===== src/shared/pif_pkg.sv =====
package pif_pkg;
    localparam int REG_AW = 4;
    localparam int DATA_W = 8;
    localparam logic [3:0] ADDR_CONTROL = 4'h0;
    localparam logic [3:0] ADDR_ENABLE_1 = 4'h1;
    localparam logic [3:0] ADDR_ENABLE_2 = 4'h2;
    localparam logic [3:0] ADDR_ENABLE_3 = 4'h3;
    localparam logic [3:0] ADDR_ENABLE_4 = 4'h4;
    localparam logic [3:0] ADDR_FLAGS_1 = 4'h5;
    localparam logic [3:0] ADDR_FLAGS_2 = 4'h6;
    localparam logic [3:0] ADDR_FLAGS_3 = 4'h7;
    localparam logic [3:0] ADDR_FLAGS_4 = 4'h8;
    localparam int NUM_BANKS = 4;
    localparam logic [7:0] MASK_BANK_1 = 8'hFF;
    localparam logic [7:0] MASK_BANK_2 = 8'hFD;
    localparam logic [7:0] MASK_BANK_3 = 8'h7A;
    localparam logic [7:0] MASK_BANK_4 = 8'h33;
    localparam logic [7:0] CONTROL_MASK = 8'hC0;
    localparam logic [7:0] RESET_VALUE = 8'h00;
    localparam int GLOBAL_EN_BIT = 7;
    localparam int PERIPH_EN_BIT = 6;
    // Bit positions inside the second to fourth flag registers.
    localparam int OSC_FAIL_BIT = 7;
    localparam int COMPARATOR_TWO_BIT = 6;
    localparam int COMPARATOR_ONE_BIT = 5;
    localparam int NVM_WRITE_DONE_BIT = 4;
    localparam int SERIAL1_COLLISION_BIT = 3;
    localparam int LCD_EVENT_BIT = 2;
    localparam int CAPCOMP_TWO_BIT = 0;
    localparam int CAPCOMP_FIVE_BIT = 6;
    localparam int CAPCOMP_FOUR_BIT = 5;
    localparam int CAPCOMP_THREE_BIT = 4;
    localparam int TIMER_SIX_MATCH_BIT = 3;
    localparam int TIMER_FOUR_MATCH_BIT = 1;
    localparam int UART2_RX_BIT = 5;
    localparam int UART2_TX_BIT = 4;
    localparam int SERIAL2_COLLISION_BIT = 1;
    localparam int SERIAL2_EVENT_BIT = 0;
endpackage


===== src/hdl/pif_enable_reg.sv =====
`timescale 1ns/1ns
module pif_enable_reg #(
    parameter logic [7:0] IMPL_MASK = 8'hFF
) (
    input wire logic clk_in,
    input wire logic srst_in,
    input wire logic wr_en_in,
    input wire logic [7:0] wdata_in,
    output logic [7:0] value_out
);
    import pif_pkg::*;
    always_ff @(posedge clk_in) begin
        if (srst_in) begin
            value_out <= RESET_VALUE;
        end else if (wr_en_in) begin
            value_out <= wdata_in & IMPL_MASK; // RULE_09
        end
    end
endmodule


===== src/hdl/pif_flag_bank.sv =====
`timescale 1ns/1ns
module pif_flag_bank #(
    parameter logic [7:0] IMPL_MASK = 8'hFF
) (
    input wire logic clk_in,
    input wire logic srst_in,
    input wire logic [7:0] set_in,
    input wire logic wr_en_in,
    input wire logic [7:0] wdata_in,
    output logic [7:0] flags_out
);
    import pif_pkg::*;
    logic [7:0] flags_d;

    // A write stores its implemented bits, but an event in the same cycle still wins.
    always_comb begin
        flags_d = flags_out;
        if (wr_en_in) begin
            flags_d = wdata_in;
        end
        flags_d = (flags_d | set_in) & IMPL_MASK; // RULE_01 RULE_04
    end

    always_ff @(posedge clk_in) begin
        if (srst_in) begin
            flags_out <= RESET_VALUE; // RULE_05
        end else begin
            flags_out <= flags_d;
        end
    end
endmodule


===== src/hdl/pif_top.sv =====
// The strobed register port and the register offsets were decided locally.
`timescale 1ns/1ns
//
// Contract
// RULE_01: Flags set on their event regardless of per-source or global enables.
// RULE_02: Software should clear flags before enabling the matching source.
// RULE_03: An implemented flag reads one while pending, zero otherwise.
// RULE_04: Unimplemented bits ignore writes and read zero.
// RULE_05: Implemented flags are read/write and reset to zero on every reset.
// RULE_06: Second register: osc fail, comparators, nvm, serial1 collision, lcd, capcomp two.
// RULE_07: Third register: capcomp five, four, three, timer six at 3, timer four at 1.
// RULE_08: Fourth register: uart2 rx 5, tx 4, serial2 collision 1, serial2 event 0.
// RULE_09: Each flag has an enable at the same position; global 7, peripheral 6.
// RULE_10: Interrupt requested when flag and enable, peripheral and global enables set.
module pif_top (
    input wire logic SYS_CLK_IN,
    input wire logic SRST_IN,
    input wire logic [pif_pkg::REG_AW-1:0] ADDR_IN,
    input wire logic [pif_pkg::DATA_W-1:0] WDATA_IN,
    input wire logic WR_IN,
    input wire logic RD_IN,
    output logic [pif_pkg::DATA_W-1:0] RDATA_OUT,
    input wire logic [7:0] BANK1_EVENTS_IN,
    input wire logic OSC_FAIL_IN,
    input wire logic COMPARATOR_TWO_IN,
    input wire logic COMPARATOR_ONE_IN,
    input wire logic NVM_WRITE_DONE_IN,
    input wire logic SERIAL1_COLLISION_IN,
    input wire logic LCD_EVENT_IN,
    input wire logic CAPCOMP_TWO_IN,
    input wire logic CAPCOMP_FIVE_IN,
    input wire logic CAPCOMP_FOUR_IN,
    input wire logic CAPCOMP_THREE_IN,
    input wire logic TIMER_SIX_MATCH_IN,
    input wire logic TIMER_FOUR_MATCH_IN,
    input wire logic UART2_RX_IN,
    input wire logic UART2_TX_IN,
    input wire logic SERIAL2_COLLISION_IN,
    input wire logic SERIAL2_EVENT_IN,
    output logic IRQ_OUT
);
    import pif_pkg::*;

    localparam logic [7:0] BANK_MASKS [NUM_BANKS] = '{MASK_BANK_1, MASK_BANK_2,
                                                      MASK_BANK_3, MASK_BANK_4};

    logic [7:0] set_vec [NUM_BANKS];
    logic [7:0] flags [NUM_BANKS];
    logic [7:0] enables [NUM_BANKS];
    logic [7:0] control_q;
    logic [7:0] rdata_d;
    logic irq_d;
    logic [NUM_BANKS-1:0] bank_pending;

    // Event inputs come from peripherals on the same clock, so no synchroniser.
    always_comb begin
        set_vec[0] = BANK1_EVENTS_IN;
        set_vec[1] = 8'h00;
        set_vec[1][OSC_FAIL_BIT] = OSC_FAIL_IN; // RULE_06
        set_vec[1][COMPARATOR_TWO_BIT] = COMPARATOR_TWO_IN; // RULE_06
        set_vec[1][COMPARATOR_ONE_BIT] = COMPARATOR_ONE_IN; // RULE_06
        set_vec[1][NVM_WRITE_DONE_BIT] = NVM_WRITE_DONE_IN; // RULE_06
        set_vec[1][SERIAL1_COLLISION_BIT] = SERIAL1_COLLISION_IN; // RULE_06
        set_vec[1][LCD_EVENT_BIT] = LCD_EVENT_IN; // RULE_06
        set_vec[1][CAPCOMP_TWO_BIT] = CAPCOMP_TWO_IN; // RULE_06
        set_vec[2] = 8'h00;
        set_vec[2][CAPCOMP_FIVE_BIT] = CAPCOMP_FIVE_IN; // RULE_07
        set_vec[2][CAPCOMP_FOUR_BIT] = CAPCOMP_FOUR_IN; // RULE_07
        set_vec[2][CAPCOMP_THREE_BIT] = CAPCOMP_THREE_IN; // RULE_07
        set_vec[2][TIMER_SIX_MATCH_BIT] = TIMER_SIX_MATCH_IN; // RULE_07
        set_vec[2][TIMER_FOUR_MATCH_BIT] = TIMER_FOUR_MATCH_IN; // RULE_07
        set_vec[3] = 8'h00;
        set_vec[3][UART2_RX_BIT] = UART2_RX_IN; // RULE_08
        set_vec[3][UART2_TX_BIT] = UART2_TX_IN; // RULE_08
        set_vec[3][SERIAL2_COLLISION_BIT] = SERIAL2_COLLISION_IN; // RULE_08
        set_vec[3][SERIAL2_EVENT_BIT] = SERIAL2_EVENT_IN; // RULE_08
    end

    for (genvar b = 0; b < NUM_BANKS; b++) begin : g_bank
        pif_flag_bank #(
            .IMPL_MASK(BANK_MASKS[b])
        ) u_flags (
            .clk_in(SYS_CLK_IN),
            .srst_in(SRST_IN),
            .set_in(set_vec[b]),
            .wr_en_in(WR_IN && (ADDR_IN == ADDR_FLAGS_1 + 4'(b))),
            .wdata_in(WDATA_IN),
            .flags_out(flags[b])
        );
        pif_enable_reg #(
            .IMPL_MASK(BANK_MASKS[b])
        ) u_enable (
            .clk_in(SYS_CLK_IN),
            .srst_in(SRST_IN),
            .wr_en_in(WR_IN && (ADDR_IN == ADDR_ENABLE_1 + 4'(b))),
            .wdata_in(WDATA_IN),
            .value_out(enables[b])
        );
        assign bank_pending[b] = |(flags[b] & enables[b]);
    end

    // Only the two enable bits of the control register live here.
    always_ff @(posedge SYS_CLK_IN) begin
        if (SRST_IN) begin
            control_q <= RESET_VALUE;
        end else if (WR_IN && ADDR_IN == ADDR_CONTROL) begin
            control_q <= WDATA_IN & CONTROL_MASK; // RULE_09
        end
    end

    always_comb begin
        unique case (ADDR_IN)
            ADDR_CONTROL: rdata_d = control_q;
            ADDR_ENABLE_1: rdata_d = enables[0];
            ADDR_ENABLE_2: rdata_d = enables[1];
            ADDR_ENABLE_3: rdata_d = enables[2];
            ADDR_ENABLE_4: rdata_d = enables[3];
            ADDR_FLAGS_1: rdata_d = flags[0]; // RULE_03
            ADDR_FLAGS_2: rdata_d = flags[1]; // RULE_03
            ADDR_FLAGS_3: rdata_d = flags[2]; // RULE_03
            ADDR_FLAGS_4: rdata_d = flags[3]; // RULE_03
            default: rdata_d = 8'h00;
        endcase
    end

    // Read data stands only in the cycle after the strobe, zero otherwise.
    always_ff @(posedge SYS_CLK_IN) begin
        if (SRST_IN) begin
            RDATA_OUT <= 8'h00;
        end else if (RD_IN) begin
            RDATA_OUT <= rdata_d;
        end else begin
            RDATA_OUT <= 8'h00;
        end
    end

    // Registered request: a pending source that software has not cleared first fires at once.
    assign irq_d = (|bank_pending) && control_q[PERIPH_EN_BIT] && control_q[GLOBAL_EN_BIT]; // RULE_10 RULE_02

    always_ff @(posedge SYS_CLK_IN) begin
        if (SRST_IN) begin
            IRQ_OUT <= 1'b0;
        end else begin
            IRQ_OUT <= irq_d; // RULE_10
        end
    end
endmodule


===== config.mk =====
export PLATFORM = sky130hd
export DESIGN_NAME = pif_top
export DESIGN_NICKNAME = d
export VERILOG_FILES = /design/src/shared/pif_pkg.sv /design/src/hdl/pif_enable_reg.sv /design/src/hdl/pif_flag_bank.sv /design/src/hdl/pif_top.sv
export SDC_FILE = /design/constraint.sdc
export NUM_CORES = 1
export LEC_CHECK = 0
export BUFFER_PORTS_ARGS = -buffer_cell sky130_fd_sc_hd__buf_2
export CORE_MARGIN = 2
export CORE_UTILIZATION = 60
export CTS_BUF_LIST = sky130_fd_sc_hd__clkbuf_16
export DETAILED_ROUTE_END_ITERATION = 8
export HOLD_SLACK_MARGIN = 0.12
export PLACE_DENSITY = 0.85
export SYNTH_ARGS = -nofsm -noshare
export SYNTH_HDL_FRONTEND = slang
export SYNTH_SLANG_ARGS = --single-unit

===== constraint.sdc =====
create_clock -name SYS_CLK_IN -period 2.1 [get_ports SYS_CLK_IN]
set_input_delay 0.42 -clock SYS_CLK_IN [delete_from_list [all_inputs] [get_ports SYS_CLK_IN]]
set_output_delay 0.42 -clock SYS_CLK_IN [all_outputs]
set_load 0.005 [all_outputs]

==> results.yml <==
sta:
  worst_pin_slew_ns: 0.431
  hold_slack_ns: 0.309
  final_hold_viol_count: 0
  drv_slew: 0
  max_freq_ghz: 0.611
  setup_viol: 0
  min_period_ns: 1.64
  slew_headroom_pct: 71.3
  finalSetupTns_ns: 0
  skew_ns: 0.00401
  timing.final.crit_share_pct: 77.9
  rsz0062_at_grt: "false"
global_routing:
  grtUsageTotal_pct: 32.2
  grt_max_degree: 34
  gr-total-overflow: 0
  grt_pass1_wl_um: 12400
  antenna_found_initial: 0
  grt_pass1_vias: 2404
cells_and_area:
  syn_to_final_growth_pct: 21.1
  regArea_um2: 1180
  fillers: 308
  drive_above_1_share_pct: 22.7
  fin_util_pct: 76.5
  nNetsFinal: 400
  multi_input_area_um2: 1420
  diodes: 0
die:
  start_util_pct: 63.1
  dieArea_um2: 5200
  fp.dieW_um: 72.1
  fp.dieH_um: 72.1
  io_pins: 49
  core_area_um2: 4410
  row_count: 24
worst_hold_path:
  holdCritStartpoint: "UART2_TX_IN"
  hp-class: "input port to register"
  hold_end: "g_bank[3].u_flags.flags_out[4]$_SDFF_PP0_"
  whs_path_depth: 3
worst_setup_path:
  cp_slowest_stage_delay_ns: 0.44
  r2r_cells: 4
  path_cells: "buf_2 -> and2b_1 -> and4_1 -> mux2i_1 -> a21oi_1"
  critPathTopFamily: "simple AND/OR/NAND/NOR gates"
  rr_startpoint: "g_bank[1].u_flags.flags_out[6]$_SDFF_PP0_"
  startpoint: "ADDR_IN[2]"
  critPathKind: "input port to register"
  r2r_end: "IRQ_OUT$_SDFF_PP0_"
  start_kind: "input port"
  r2r_setup_slack_ns: 0.83
  crit_slowest_cell: "and4_1"
  worst_setup_path_end_kind: "register"
  cp_max_fo: 14
  crit_required_ns: 2.30
  critPathBufInv: 1
  worst_ep_arrival_time_ns: 1.83
clock_tree:
  cts_root_buf: "clkbuf_16"
  ctsResizeCount: 0
  cts_tree: "yes"
  ctsHoldBuffers: 0
  postCtsSetupBuffers: 0
  cts_made_buffers: 9
  clk_latency_ns: 0.33
  clock-sinks: 59
  cts-htree-levels: 3
  cts_buffer_depth: 2
  path_clk_slew_ns: 0.05
synth:
  synth_area_leader_cell: "dfxtp_1"
  synthesis.area_um2: 2790
  yosys.cell_types.count: 39
  synthCells: 313
  ys_seq_area_share_pct: 42.4
  ys_warn_count: 0
  synth-seq-cells: 59
  syn-num-nets: 353
  synth_top_area_share_pct: 42.4
  synthTopCellsByArea: "dfxtp_1, mux2i_1, nand2_1"
  avgSynthCellArea_um2: 8.90
routing:
  firstDrtPassIters: 7
  vias: 2596
  ant_nets: 0
  m1WireLength_um: 3270
  routed_wl_um: 7850
  via_per_inst: 6.23
  first_iter_violations: 368
  top_layer: "met4"
  detail_route.wl_per_cell_um: 18.8
  remaining_drc_errors: 0
  wl_met3_um: 730
  wl_met2_um: 3620
power:
  peakVddDrop_uv: 685
  power_density_nw_per_um2: 911
  p_leak_nw: 1.60
outcome:
  outcome: "completed"
place:
  place.gp.congestion: 0.919
  numPortBuffers: 48
  dp_hpwl_um: 5390
run:
  max_cap_viol_count: 0
==> per-stage QoR <==
stage / power (mW) / instances / setup slack (ns) / instance area [µm²]
global placement: 1.45 / 401 / 0.242 / 3040
finish: 3.08 / 417 / 0.464 / 3380
global route: 3.15 / 417 / 0.383 / 3380
detailed placement: 1.46 / 401 / 0.176 / 3040
CTS: 3.08 / 417 / 0.501 / 3380
floorplan: 1.36 / 313 / 0.579 / 2790
==> per-layer routing <==
layer / vias to the layer above / GRT usage [%]
met5: - / 0
met4: 0 / 18.4
met3: 26 / 6.67
met2: 158 / 48.6
met1: 1206 / 42.7
li1: 1206 / -
==> Yosys cell counts <==
library cell	count
nand3b_1	2
a31oi_1	17
buf_4	4
a211oi_1	4
nor2_1	36
o2bb2ai_1	1
and3_1	6
a21o_1	1
and2_1	1
o31ai_1	1
nand2_1	37
inv_1	21
buf_6	1
mux2_2	8
buf_1	1
a21oi_1	8
nor4_1	1
mux2i_1	38
nor3_1	3
dfxtp_1	59
o22ai_1	1
nand4_1	3
clkbuf_1	6
nand3_2	2
nand3_1	3
and4bb_2	1
nor4b_4	1
nand2_2	1
a22o_1	4
and2b_1	1
o21bai_1	1
a22oi_1	15
or3_1	2
buf_2	8
nor2_4	1
a32oi_1	3
a222oi_1	3
and4_1	2
nor2b_1	5
==> power breakdown <==
group / switching, mW / leakage [nW] / internal, mW / total (mW)
Combinational: 0.140 / 0.953 / 0.101 / 0.241
Clock: 0.489 / 0.162 / 1.14 / 1.63
Sequential: 0.0407 / 0.484 / 1.16 / 1.20
Total: 0.669 / 1.60 / 2.41 / 3.08
==> how the worst max path moves through the flow <==
| stage | endpoint | slack [ns] | cells after the start |
|---|---|---|---|
| 2_1_floorplan | RDATA_OUT[4]$_SDFF_PP0_ | 0.58 | 5 |
| 3_3_place_gp | g_bank[2].u_flags.flags_out[3]$_SDFF_PP0_ | 0.24 | 5 |
| 3_5_place_dp | g_bank[2].u_flags.flags_out[3]$_SDFF_PP0_ | 0.18 | 5 |
| 4_1_cts | g_bank[2].u_flags.flags_out[3]$_SDFF_PP0_ | 0.50 | 5 |
| 5_1_grt | g_bank[0].u_flags.flags_out[1]$_SDFF_PP0_ | 0.38 | 5 |
| 6_report | g_bank[2].u_flags.flags_out[3]$_SDFF_PP0_ | 0.46 | 5 |
==> worst register-to-register path, stage by stage (launching register included) <==
cell	delay [ns]
dfxtp_1	0.33
a22oi_1	0.27
nand4_1	0.17
nor3_1	0.29
nor3_1	0.09
==> registers in the layout (all words and copies together) (netlist names) <==
name and cells:
g_bank.u_enable.value_out 24, g_bank.u_flags.flags_out 24, RDATA_OUT 8, control_q 2, IRQ_OUT 1
==> area by class of cell <==
type | count | share of cell area, %
Timing Repair Buffer | 56 | 8.90
Sequential cell | 59 | 35.0
Clock buffer | 9 | 6.67
Tap cell | 52 | 1.93
Clock inverter | 7 | 3.15
Inverter | 21 | 2.34
Multi-Input combinational cell | 213 | 42.0
==> cell usage in the layout (no fill, tap or decap), types with 4 or more instances in the layout <==
master     instances
a211oi_1           4
a22oi_1           15
inv_1             21
a22o_1             4
buf_4              8
dfxtp_1           59
buf_2             48
mux2_2             8
and3_1             6
nand2_1           37
nor2b_1            5
a31oi_1           17
mux2i_1           38
a21oi_1            8
clkbuf_16          9
nor2_1            36
==> logic make-up after synthesis <==
group	share of synthesized area [%]
compound gates	15.0
simple gates	19.0
buf+inv	6.69
flops	42.4
mux	16.9
Note: power is estimated with default switching activity, not from simulation.
